`src/hw/fcad_pkg.sv`:
```
// fcad_pkg: constants and carrier types for the flash command address decoder
// assumes a single 10 MHz system clock and synchronous active-low reset
package fcad_pkg;
  localparam int FCAD_ADDR_W = 32;
  localparam int FCAD_NBLK = 10;
  // command address byte field
  localparam int FCAD_CMD_HI = 15;
  localparam int FCAD_CMD_LO = 8;
  localparam logic [6:0] FCAD_CMD_54_55 = 7'h2a;
  localparam logic [7:0] FCAD_CMD_AA = 8'haa;
  // data bytes of the sequences
  localparam logic [7:0] FCAD_D_AA = 8'haa;
  localparam logic [7:0] FCAD_D_55 = 8'h55;
  localparam logic [7:0] FCAD_D_F0 = 8'hf0;
  localparam logic [7:0] FCAD_D_90 = 8'h90;
  localparam logic [7:0] FCAD_D_A0 = 8'ha0;
  localparam logic [7:0] FCAD_D_80 = 8'h80;
  localparam logic [7:0] FCAD_D_10 = 8'h10;
  localparam logic [7:0] FCAD_D_30 = 8'h30;
  localparam logic [7:0] FCAD_D_9A = 8'h9a;
  localparam logic [7:0] FCAD_D_6A = 8'h6a;
  // id selector codes
  localparam logic [1:0] FCAD_ID_MFR = 2'b00;
  localparam logic [1:0] FCAD_ID_DEV = 2'b01;
  localparam logic [1:0] FCAD_ID_MAC = 2'b11;
  // lock groups
  localparam logic [1:0] FCAD_GRP_LO = 2'b00;
  localparam logic [1:0] FCAD_GRP_MID = 2'b01;
  localparam logic [1:0] FCAD_GRP_HI = 2'b10;
  // reset values and words per page
  localparam logic FCAD_RDY_RST = 1'b1;
  localparam logic [9:0] FCAD_LOCK_RST = 10'h000;
  localparam int FCAD_PAGE_WORDS = 4;
  // sequence steps, gray along the common prefix
  typedef enum logic [3:0] {
    FCAD_S_IDLE = 4'h0, FCAD_S_C1 = 4'h1, FCAD_S_C2 = 4'h3, FCAD_S_ER3 = 4'h2,
    FCAD_S_ER4 = 4'h6, FCAD_S_ER5 = 4'h7, FCAD_S_ER6 = 4'h5, FCAD_S_IDA = 4'h4,
    FCAD_S_IDRD = 4'hc, FCAD_S_PGM = 4'hd, FCAD_S_RDA = 4'hf
  } fcad_state_type;
  typedef enum logic [1:0] {FCAD_K_BLK = 2'h0, FCAD_K_LPGM = 2'h1, FCAD_K_LERS = 2'h3} fcad_kind_type;
  typedef struct packed {
    logic valid;
    logic write;
    logic [FCAD_ADDR_W-1:0] addr;
    logic [31:0] wdata;
  } fcad_bus_type;
  typedef struct packed {
    logic start;
    logic [1:0] op;
    logic [10:0] page;
    logic [3:0] block;
    logic [31:0] data;
  } fcad_op_type;
  localparam logic [1:0] FCAD_OP_PAGE = 2'd0;
  localparam logic [1:0] FCAD_OP_BLK = 2'd1;
  localparam logic [1:0] FCAD_OP_CHIP = 2'd2;
endpackage

```
`src/hw/fcad_decoder.sv`:
```
// fcad_decoder: command address/data decoder for the on-chip flash macro
// assumes core issues 32-bit writes/reads one per valid cycle; array engine reports done/fail
// Operation
// - command byte sits in address bits 15:8, bits 1:0 zero
// - ordinary command layout accepted in every cycle from the first
// - recommended-zero address bits are ignored, only 1:0 checked, except lock program also needs 19 and 16:11 zero, and bit 10 zero for group 10
// - block erase takes block from bits 19:15 of sixth write
// - erase address maps to one of ten blocks by range
// - page programming takes page from bits 19:9 of fourth write, later words reuse it
// - id read takes selector from bits 15:14 of fourth write
// - selector 00 maker, 01 device, 11 macro code, 10 reserved
// - lock program seventh write: group bits 18:17, bit 10:9
// - group 10 blocks 8-9, group 01 blocks 4-7, group 00 blocks 0-3
// - lock erase clears whole group chosen by bits 18:17
// - sequence addresses with command byte 0x54 or 0x55 recognised
// - ready flag 0 while busy, stays 0 on failure, 1 after reset
// - locked block refuses program and erase
`timescale 1ns/1ps
module fcad_decoder #(
  parameter logic [7:0] MFR_CODE = 8'h11, // arbitrary
  parameter logic [7:0] DEV_CODE = 8'h22, // arbitrary
  parameter logic [7:0] MAC_CODE = 8'h33  // arbitrary
) (
  // clock and reset
  input wire logic clk_sys,
  input wire logic resetn,
  // core bus
  input fcad_pkg::fcad_bus_type bus_in,
  output logic [31:0] rdata_r,
  output logic id_mode_r,
  // array engine
  output fcad_pkg::fcad_op_type op_r,
  input wire logic op_done,
  input wire logic op_fail,
  // status
  output logic auto_op_ready_flag,
  output logic [9:0] lock_flags_r,
  output logic seq_abort_r
);
  import fcad_pkg::*;

  fcad_state_type state_r, state_nxt;
  fcad_kind_type kind_r;
  logic [7:0] d3_r;
  logic [1:0] id_sel_r;
  logic [1:0] word_cnt_r;
  logic [10:0] program_page_selector;
  logic [10:0] page_sel;
  logic ready_r;
  logic wr, rd, addr_ok, is_54_55, is_aa, hit, fire;
  logic [7:0] wb;
  logic [31:0] a;

  function automatic logic [3:0] blk_of(input logic [19:0] ad);
    if (ad[19:17] != 3'h0) blk_of = 4'd7 - {1'b0, ad[19:17]};
    else if (ad[16]) blk_of = 4'd7;
    else if (ad[15]) blk_of = 4'd9;
    else blk_of = 4'd8;
  endfunction

  function automatic logic [9:0] grp_mask(input logic [1:0] g);
    if (g == FCAD_GRP_HI) grp_mask = 10'h300;
    else if (g == FCAD_GRP_MID) grp_mask = 10'h0f0;
    else if (g == FCAD_GRP_LO) grp_mask = 10'h00f;
    else grp_mask = 10'h000;
  endfunction

  assign a = bus_in.addr;
  assign wb = bus_in.wdata[7:0];
  assign wr = bus_in.valid && bus_in.write;
  assign rd = bus_in.valid && !bus_in.write;
  assign addr_ok = (a[1:0] == 2'b00);
  assign is_54_55 = (a[FCAD_CMD_HI:9] == FCAD_CMD_54_55);
  assign is_aa = (a[FCAD_CMD_HI:FCAD_CMD_LO] == FCAD_CMD_AA);
  assign auto_op_ready_flag = ready_r;
  // the first word brings its own page, later words reuse the latched one
  assign page_sel = (word_cnt_r == 2'd0) ? a[19:9] : program_page_selector;

  // sequence stepping
  always_comb begin
    state_nxt = state_r;
    hit = 1'b0;
    if (wr) begin
      case (state_r)
        FCAD_S_IDLE: hit = addr_ok && is_54_55 && wb == FCAD_D_AA;
        FCAD_S_C1: hit = addr_ok && is_aa && wb == FCAD_D_55;
        FCAD_S_C2: hit = addr_ok && is_54_55 && (wb == FCAD_D_F0 || wb == FCAD_D_90 || wb == FCAD_D_A0 ||
                         wb == FCAD_D_80 || wb == FCAD_D_9A || wb == FCAD_D_6A);
        FCAD_S_ER3: hit = addr_ok && is_54_55 && wb == FCAD_D_AA;
        FCAD_S_ER4: hit = addr_ok && is_aa && wb == FCAD_D_55;
        FCAD_S_ER5: hit = addr_ok && ((is_54_55 && wb == FCAD_D_10 && d3_r == FCAD_D_80) ||
                         (wb == FCAD_D_30 && d3_r == FCAD_D_80) || (is_54_55 && wb == d3_r));
        FCAD_S_ER6: hit = addr_ok && wb == d3_r;
        FCAD_S_IDA: hit = addr_ok && wb == 8'h00;
        FCAD_S_PGM: hit = addr_ok;
        default: hit = 1'b0;
      endcase
      if (!hit) state_nxt = FCAD_S_IDLE;
      else begin
        case (state_r)
          FCAD_S_IDLE: state_nxt = FCAD_S_C1;
          FCAD_S_C1: state_nxt = FCAD_S_C2;
          FCAD_S_C2: begin
            if (wb == FCAD_D_F0) state_nxt = FCAD_S_RDA;
            else if (wb == FCAD_D_90) state_nxt = FCAD_S_IDA;
            else if (wb == FCAD_D_A0) state_nxt = FCAD_S_PGM;
            else state_nxt = FCAD_S_ER3;
          end
          FCAD_S_ER3: state_nxt = FCAD_S_ER4;
          FCAD_S_ER4: state_nxt = FCAD_S_ER5;
          FCAD_S_ER5: state_nxt = (d3_r == FCAD_D_80) ? FCAD_S_IDLE : FCAD_S_ER6;
          FCAD_S_ER6: state_nxt = FCAD_S_IDLE;
          FCAD_S_IDA: state_nxt = FCAD_S_IDRD;
          FCAD_S_PGM: state_nxt = (word_cnt_r == 2'(FCAD_PAGE_WORDS - 1)) ? FCAD_S_IDLE : FCAD_S_PGM;
          default: state_nxt = FCAD_S_IDLE;
        endcase
      end
    end else if (rd && (state_r == FCAD_S_IDRD || state_r == FCAD_S_RDA)) begin
      state_nxt = FCAD_S_IDLE;
    end
  end

  // launch only when ready; locked block refused
  // the launch cycle counts as busy, since ready drops only one edge later
  assign fire = wr && hit && ready_r && !op_r.start;

  always_ff @(posedge clk_sys) begin
    if (!resetn) state_r <= FCAD_S_IDLE;
    else if (wr && (!ready_r || op_r.start)) state_r <= FCAD_S_IDLE;
    else state_r <= state_nxt;
  end

  always_ff @(posedge clk_sys) begin
    if (!resetn) begin
      d3_r <= 8'h00;
      kind_r <= FCAD_K_BLK;
    end else if (wr && state_r == FCAD_S_C2) begin
      d3_r <= wb;
      kind_r <= (wb == FCAD_D_9A) ? FCAD_K_LPGM : (wb == FCAD_D_6A) ? FCAD_K_LERS : FCAD_K_BLK;
    end
  end

  // page words; page latched from the fourth write
  always_ff @(posedge clk_sys) begin
    if (!resetn) begin
      word_cnt_r <= 2'd0;
      program_page_selector <= 11'h000;
    end else if (wr && state_r == FCAD_S_PGM && hit) begin
      word_cnt_r <= word_cnt_r + 2'd1;
      if (word_cnt_r == 2'd0) program_page_selector <= a[19:9];
    end else if (state_r != FCAD_S_PGM) begin
      word_cnt_r <= 2'd0;
    end
  end

  // id selector and read answer
  always_ff @(posedge clk_sys) begin
    if (!resetn) id_sel_r <= FCAD_ID_MFR;
    else if (wr && state_r == FCAD_S_IDA && hit) id_sel_r <= a[15:14];
  end

  always_ff @(posedge clk_sys) begin
    if (!resetn) begin
      rdata_r <= 32'h0000_0000;
      id_mode_r <= 1'b0;
    end else begin
      id_mode_r <= rd && state_r == FCAD_S_IDRD;
      rdata_r <= 32'h0000_0000;
      if (rd && state_r == FCAD_S_IDRD) begin
        if (id_sel_r == FCAD_ID_MFR) rdata_r[7:0] <= MFR_CODE;
        else if (id_sel_r == FCAD_ID_DEV) rdata_r[7:0] <= DEV_CODE;
        else if (id_sel_r == FCAD_ID_MAC) rdata_r[7:0] <= MAC_CODE;
      end
    end
  end

  // array launches
  always_ff @(posedge clk_sys) begin
    if (!resetn) begin
      op_r <= '0;
    end else begin
      op_r.start <= 1'b0;
      if (fire && state_r == FCAD_S_PGM && !lock_flags_r[blk_of({page_sel, 9'h000})]) begin
        op_r.start <= 1'b1;
        op_r.op <= FCAD_OP_PAGE;
        op_r.page <= page_sel;
        op_r.block <= blk_of(a[19:0]);
        op_r.data <= bus_in.wdata;
      end else if (fire && state_r == FCAD_S_ER5 && d3_r == FCAD_D_80 && wb == FCAD_D_30 &&
                   !lock_flags_r[blk_of(a[19:0])]) begin
        op_r.start <= 1'b1;
        op_r.op <= FCAD_OP_BLK;
        op_r.block <= blk_of(a[19:0]);
      end else if (fire && state_r == FCAD_S_ER5 && d3_r == FCAD_D_80 && wb == FCAD_D_10 &&
                   lock_flags_r == 10'h000) begin
        op_r.start <= 1'b1;
        op_r.op <= FCAD_OP_CHIP;
      end
    end
  end

  // lock bits
  always_ff @(posedge clk_sys) begin
    if (!resetn) lock_flags_r <= FCAD_LOCK_RST;
    else if (fire && state_r == FCAD_S_ER6 && kind_r == FCAD_K_LPGM && a[19] == 1'b0 && a[16:11] == 6'h00) begin
      if (a[18:17] == FCAD_GRP_HI && !a[10]) lock_flags_r[4'd8 + {3'h0, a[9]}] <= 1'b1;
      else if (a[18:17] == FCAD_GRP_MID) lock_flags_r[4'd4 + {2'h0, a[10:9]}] <= 1'b1;
      else if (a[18:17] == FCAD_GRP_LO) lock_flags_r[{2'h0, a[10:9]}] <= 1'b1;
    end else if (fire && state_r == FCAD_S_ER6 && kind_r == FCAD_K_LERS) begin
      lock_flags_r <= lock_flags_r & ~grp_mask(a[18:17]);
    end
  end

  // ready/busy; failure holds busy until reset
  always_ff @(posedge clk_sys) begin
    if (!resetn) ready_r <= FCAD_RDY_RST;
    else if (op_r.start) ready_r <= 1'b0;
    else if (op_done && !op_fail) ready_r <= 1'b1;
  end

  always_ff @(posedge clk_sys) begin
    if (!resetn) seq_abort_r <= 1'b0;
    else seq_abort_r <= wr && !hit && state_r != FCAD_S_IDLE;
  end
endmodule

```
`config.mk`:
```
export PLATFORM = sky130hd
export DESIGN_NAME = fcad_decoder
export DESIGN_NICKNAME = d
export VERILOG_FILES = /design/src/hw/fcad_pkg.sv /design/src/hw/fcad_decoder.sv
export SDC_FILE = /design/constraint.sdc
export NUM_CORES = 1
export LEC_CHECK = 0
export ABC_AREA = 1
export BUFFER_PORTS_ARGS = -buffer_cell sky130_fd_sc_hd__buf_2
export CORE_UTILIZATION = 57
export CTS_BUF_LIST = sky130_fd_sc_hd__clkbuf_4 sky130_fd_sc_hd__clkbuf_8
export CTS_CLUSTER_DIAMETER = 60
export CTS_CLUSTER_SIZE = 16
export DETAILED_ROUTE_END_ITERATION = 7
export PLACE_DENSITY = 0.85
export SYNTH_ARGS = -nofsm -noshare
export SYNTH_HDL_FRONTEND = slang
export SYNTH_SLANG_ARGS = --single-unit
export TNS_END_PERCENT = 20
```
`constraint.sdc`:
```
create_clock -name clk_sys -period 4 [get_ports clk_sys]
set_input_delay 0.6 -clock clk_sys [delete_from_list [all_inputs] [get_ports clk_sys]]
set_output_delay 0.6 -clock clk_sys [all_outputs]
set_load 0.03 [all_outputs]
```
* Word-level counts from Yosys, hierarchy flattened *
Cells that the tools add are included.
W data, S select, Z words.

operators by class
  add/sub/neg operators = 5
  $lt $le $gt $ge = 8
  eq/ne operators = 33
  multiplexer cells = 57
  bitwise gates (word level) = 8
  reductions and logical operators = 88

operators by type and width
  kind                  count
  $mux W10              9
  $mux W4               17
  $eq A8 B8 Y1 const B  8
  $logic_and A1 B1 Y1   45
  $pmux W4 S8           1
  $lt A4 B5 Y1 const B  4
  $or A10 B10 Y10       2
  $mux W6               3
  $eq A4 B3 Y1 const B  4
  $eq A8 B7 Y1 const B  2
  $eq A4 B4 Y1 const B  3
  $mux W3               4
  $reduce_bool A2 Y1    6
  $mux W1               11
  $mux W11              1
  $and A10 B10 Y10      1
  $logic_not A10 Y1     1
  $not A10 Y10          1
  $or A10 B4 Y10        1
  $logic_or A1 B1 Y1    9
  $bmux W1 S4           2
  $demux W1 S4          2
  $eq A2 B2 Y1 const B  4
  $eq A4 B2 Y1 const B  2
  other kinds (31)      56

word-level totals
  register bits = 124
  input bits = 70
  output and inout port bits = 95
  word-level logic and storage cells = 219

* Depth between registers and ports, before layout *
  depth in word-level cells = 23
  depth in mapped cells = 18
  depth with buffers taken out = 18

* Worst setup path before layout *
OpenSTA, ideal clock, no wires.

  path type = input to register
  from = in bus_in[6] (netlist name)
  to = reg op_r[44] (netlist name)
  setup time = 0.119 ns
  data arrival time = 2.212 ns
  required time = 3.881 ns
  slack = 1.669 ns
  stages on the path = 16
  path buffers = 2
  path through = buf_4 inv_1 nand2_1 inv_1 nand3_1 nor2_1 nor2_1 nor2_1 a21oi_1 nand2_4 nand3_4 nor2_4 nand4_2 buf_2 o21ai_0 a21oi_1

between the ends
  longest elaborated chain between the ends = 15
  elaborated cells on any way between the ends = 37
  classes of those cells = eq/ne: 11; mux: 3; reduce/logical: 23

RTL lines
  item                                 RTL line             text
  start, declared                      fcad_decoder.sv:28   input fcad_pkg::fcad_bus_type bus_in,
  $eq A8 B8 Y1                         fcad_decoder.sv:87   FCAD_S_C2: hit = addr_ok && is_54_55 && (wb == FCAD_D_F0 || wb == FCAD_D_90 || wb == FCAD_D_A0 ||
  $logic_or A1 B1 Y1 (3 in series)     fcad_decoder.sv:87
  $logic_or A1 B1 Y1 (2 in series)     fcad_decoder.sv:88   wb == FCAD_D_80 || wb == FCAD_D_9A || wb == FCAD_D_6A);
  $logic_and A1 B1 Y1                  fcad_decoder.sv:87
  $pmux W1 S7 *                        fcad_decoder.sv:84   case (state_r)
  $mux W1 * (2 in series)              fcad_decoder.sv:83   if (wr) begin
  $logic_and A1 B1 Y1 * (3 in series)  fcad_decoder.sv:125  assign fire = wr && hit && ready_r && !op_r.start;
  $logic_and A1 B1 Y1 * (2 in series)  fcad_decoder.sv:183  if (fire && state_r == FCAD_S_PGM && !lock_flags_r[blk_of({page_sel, 9'h000})]) begin
  end, declared                        fcad_decoder.sv:32   output fcad_pkg::fcad_op_type op_r,

Mark *: on every way between the ends. The rest lies on a longest branch, timed or not. The select of a mux whose other input is x is not followed.
A chain may end at the register's enable or synchronous reset.

* Worst setup path after layout *
  from = reg word_cnt_r[0]
  to = reg op_r[17] (netlist name)

between the ends
  longest elaborated chain between the ends = 10
  elaborated cells on any way between the ends = 12
  classes of those cells = add/sub: 1; mux: 7; reduce/logical: 4

RTL lines
  item                                                   RTL line             text
  start, declared                                        fcad_decoder.sv:46   logic [1:0] word_cnt_r;
  start signal, assigned                                 fcad_decoder.sv:149  word_cnt_r <= word_cnt_r + 2'd1;
  $logic_not A2 Y1 *                                     fcad_decoder.sv:77   assign page_sel = (word_cnt_r == 2'd0) ? a[19:9] : program_page_selector;
  $mux W11 *                                             n/a
  branches (longest 2 deep; another with $sub A3 B3 Y4)  n/a
  $mux W4 *                                              fcad_decoder.sv:55   if (ad[19:17] != 3'h0) blk_of = 4'd7 - {1'b0, ad[19:17]};
  $mux W4 *                                              fcad_decoder.sv:179  if (!resetn) begin
  $bmux W1 S4 *                                          fcad_decoder.sv:183
  $mux W1 (implied by the code) *                        fcad_decoder.sv:183
  $logic_not A1 Y1 *                                     fcad_decoder.sv:183
  $logic_and A1 B1 Y1 *                                  fcad_decoder.sv:183

Mark *: on every way between the ends. The select of a mux whose other input is x is not followed.

==> results_dict.tcl <==
set metrics [dict create \
    status "finished, final reports clean" \
    clock_sinks 94 \
    power.switching_mw 0.516 \
    synth-main-ff-cell "dfxtp_1" \
    ir_drop_mv 0.147 \
    post_cts_buffers 0 \
    p_leak_nw 2.69 \
    cp.required_ns 4.30 \
    intPower_mw 1.23 \
    finalMaxSlewViolations 0 \
    crit_arrival_ns 3.59 \
    start_util_pct 59.0 \
    synthToLayoutAreaGrowth_pct 13.4 \
    postPlaceCellArea_um2 5630 \
    cts_max_path_buffers 2 \
    maxCapViolCount 0 \
    cts_buffers 9 \
    grt.total_usage_pct 27.8 \
    wl_per_cell_um 13.5 \
    ios 165 \
    io_buffers 118 \
    drt-total-wl_um 13000 \
    max_stage_delay_ns 0.62 \
    die_y_um 97.0 \
    placed_cells 947 \
    clock_skew_ns 0.0196 \
    swShare_pct 29.6 \
    syn_area_per_cell_um2 6.92 \
    antenna_found_initial 0 \
    synthArstFlopShare_pct 0 \
    drtAntennaViolNets 0 \
    grt_first_pass_wirelength_um 21200 \
    hp-class "in -> reg" \
    pwr-share-clk_pct 37.0 \
    crit_family "simple AND/OR/NAND/NOR gates" \
    cts_tree "built" \
    setup_viol 0 \
    power.density_nw_per_um2 298 \
    synth-seq-cells 94 \
    ys_types 47 \
    clkSlewWorstSetupHoldPaths_ns 0.11 \
    critPathMaxFanout 76 \
    insertion_delay_ns 0.38 \
    cts_resized 0 \
    worst-path-buf-inv 2 \
    fin_tns_setup_ns 0 \
    vias_per_cell 5.26 \
    synth_cells 744 \
    path_cells "inv_1 > ha_1 > nand2_1 > o21ai_1 > nand3_1 > nor2_2 > nand2_2 > nand2_4 > o211ai_1 > nand3_1 > nand3_2 > nand4_4 > buf_4 > o21ai_0 > a21oi_1" \
    die_x_um 97.0 \
    yosysTopAreaCellShare_pct 36.6 \
    cts_hold_buffers 0 \
    drt_iter0_drc 257 \
    end_kind "flop" \
    overflow 0 \
    rows 34 \
    crit_top_cell "nand3_1" \
    place_congestion 0.957 \
    clockRootBuffer "clkbuf_8" \
    period_needed_ns 3.29 \
    grt_pass1_vias 4574 \
    drive_gt1_share_pct 20.6 \
    startpoint_type "flop" \
    drc 0 \
    hold_viol 0 \
    grt_start_max_net_pins 77 \
    yosys_warnings 0 \
    vias 5069 \
    n_fill_cell 799 \
    cp_slowest_cell "ha_1" \
    pwr-share-seq_pct 53.7 \
    tightest_slew_ns 0.710 \
    rsz0062_at_grt "false" \
    place_ws_ns 0.781 \
    dp_hpwl_um 9710 \
    n_antenna_cell 0 \
    synth_top_area_cell "dfxtp_1" \
    fin_area_um2 5840 \
    combinationalPowerShare_pct 9.3 \
    rrSetupSlack_ns 0.71 \
    dieArea_um2 9410 \
    fp.coreArea_um2 8720 \
    worst_slack_ns 0.712 \
    instances_no_fill 963 \
    period_share_pct 82.2 \
    cts_max_level 3 \
    syn-cell-area_um2 5150 \
    nets 925 \
    dr.pass1.iters 6 \
    worstSetupPathType "reg -> reg" \
    yosysSeqAreaShare_pct 36.6 \
    synthTopCellsByArea "dfxtp_1 (37%), nand2_1 (8.8%), a21oi_1 (8.5%), inv_1 (8.4%), o21ai_0 (8.1%)" \
    fmax_mhz 304 \
    slew_headroom_pct 52.7 \
    synth_edf_count 0 \
]
==> through the flow <==
step / util [%] / power (mW) / hold slack [ns]
after floorplan: - / 1.08 / 0.424
after global placement: 64.6 / 1.11 / 0.428
after detailed placement: 64.6 / 1.12 / 0.432
after CTS: 66.9 / 1.76 / 0.428
after global routing: 66.9 / 1.82 / 0.455
final: 66.9 / 1.74 / 0.432
==> layout make-up <==
class / count / area [um2] / share of cell area (%)
multi-input cells: 501 / 2540 / 43.5
repair buffers: 122 / 621 / 10.6
inverters: 122 / 458 / 7.84
clock inverters: 7 / 80.1 / 1.37
well taps: 108 / 135 / 2.31
clock buffers: 9 / 124 / 2.12
flip-flops and latches: 94 / 1880 / 32.2
==> sequential cells by signal, indices dropped and copies added, names as in the netlist <==
register,flops
auto_op_ready_flag,1
d3_r,8
id_mode_r,1
id_sel_r,2
kind_r,2
lock_flags_r,10
op_r,50
program_page_selector,11
rdata_r,2
seq_abort_r,1
state_r,4
word_cnt_r,2
==> final timing paths <==
path | endpoint | startpoint | depth (start not counted)
max | op_r[17] | word_cnt_r[0] | 15
min | auto_op_ready_flag | op_fail | 2
max reg2reg | op_r[17] | word_cnt_r[0] | 15
min reg2reg | op_r[12] | op_r[12] | 2
==> worst register-to-register path, delay by kind of cell (launching register included) <==
| family | cells | cell delay [ns] |
|---|---|---|
| adders and majority gates | 1 | 0.62 |
| AOI/OAI and AO/OA | 4 | 0.69 |
| and+or+nand+nor | 8 | 0.93 |
| DFF | 1 | 0.33 |
| buffers and inverters | 2 | 0.63 |
==> kinds of logic after synthesis <==
kind of cell               after synthesis  synth area share, %
adders and majority gates                5                 1.22
and+or+nand+nor                        268                 25.1
xor gates and xnor gates                 3                0.511
AOI/OAI and AO/OA                      197                 20.4
other                                    1               0.0729
buffers and inverters                  176                 16.1
DFF                                     94                 36.6
==> power by group through the flow <==
stage / Sequential [mW] / Combinational, mW / Clock (mW)
2_1_floorplan: 0.957 / 0.128 / 0
3_3_place_gp: 0.957 / 0.156 / 0
3_5_place_dp: 0.957 / 0.159 / 0
4_1_cts: 0.935 / 0.161 / 0.659
5_1_grt: 0.936 / 0.180 / 0.709
6_report: 0.935 / 0.163 / 0.644
==> layout by cell type, fill, tap and decap left out, drive strengths merged, types with 4 or more instances in the layout <==
master | netlist | final
a21oi | 92 | 92
buf | 41 | 122
clkbuf | 13 | 9
clkinv | 1 | 4
conb | 1 | 28
dfxtp | 94 | 94
ha | 5 | 5
inv | 121 | 124
nand2 | 125 | 125
nand3 | 45 | 45
nand4 | 14 | 14
nor2 | 73 | 73
nor3 | 5 | 5
o211ai | 4 | 4
o21ai | 92 | 92
==> metal layers <==
metal | up-vias | share of wire, % | GRT usage [%]
met1 | 2273 | 42 | 33.1
met3 | 33 | 7.0 | 6.43
met2 | 193 | 49 | 48.1
met5 | - | 0 | 0
li1 | 2570 | - | -
met4 | 0 | 2.7 | 11.4
==> Yosys cell counts, types with 2 or more instances <==
master and number:
ha_1 5, nand4_2 2, nor3_1 3, a21oi_1 87, inv_2 6, xnor2_1 3
nand4_4 2, nand3_2 4, a21oi_2 5, clkbuf_1 12, inv_1 115, nor2_1 66
o211ai_1 4, o21ai_0 83, buf_6 6, nand4_1 10, o2111ai_1 2, nand2_1 121
buf_4 31, nand2_4 2, buf_2 3, nor2_2 2, nand2_2 2, nor4_1 2
nand3_1 39, o21ai_1 8, dfxtp_1 94, nand3_4 2, nor2_4 5
Note: power is estimated with default switching activity, not from simulation.
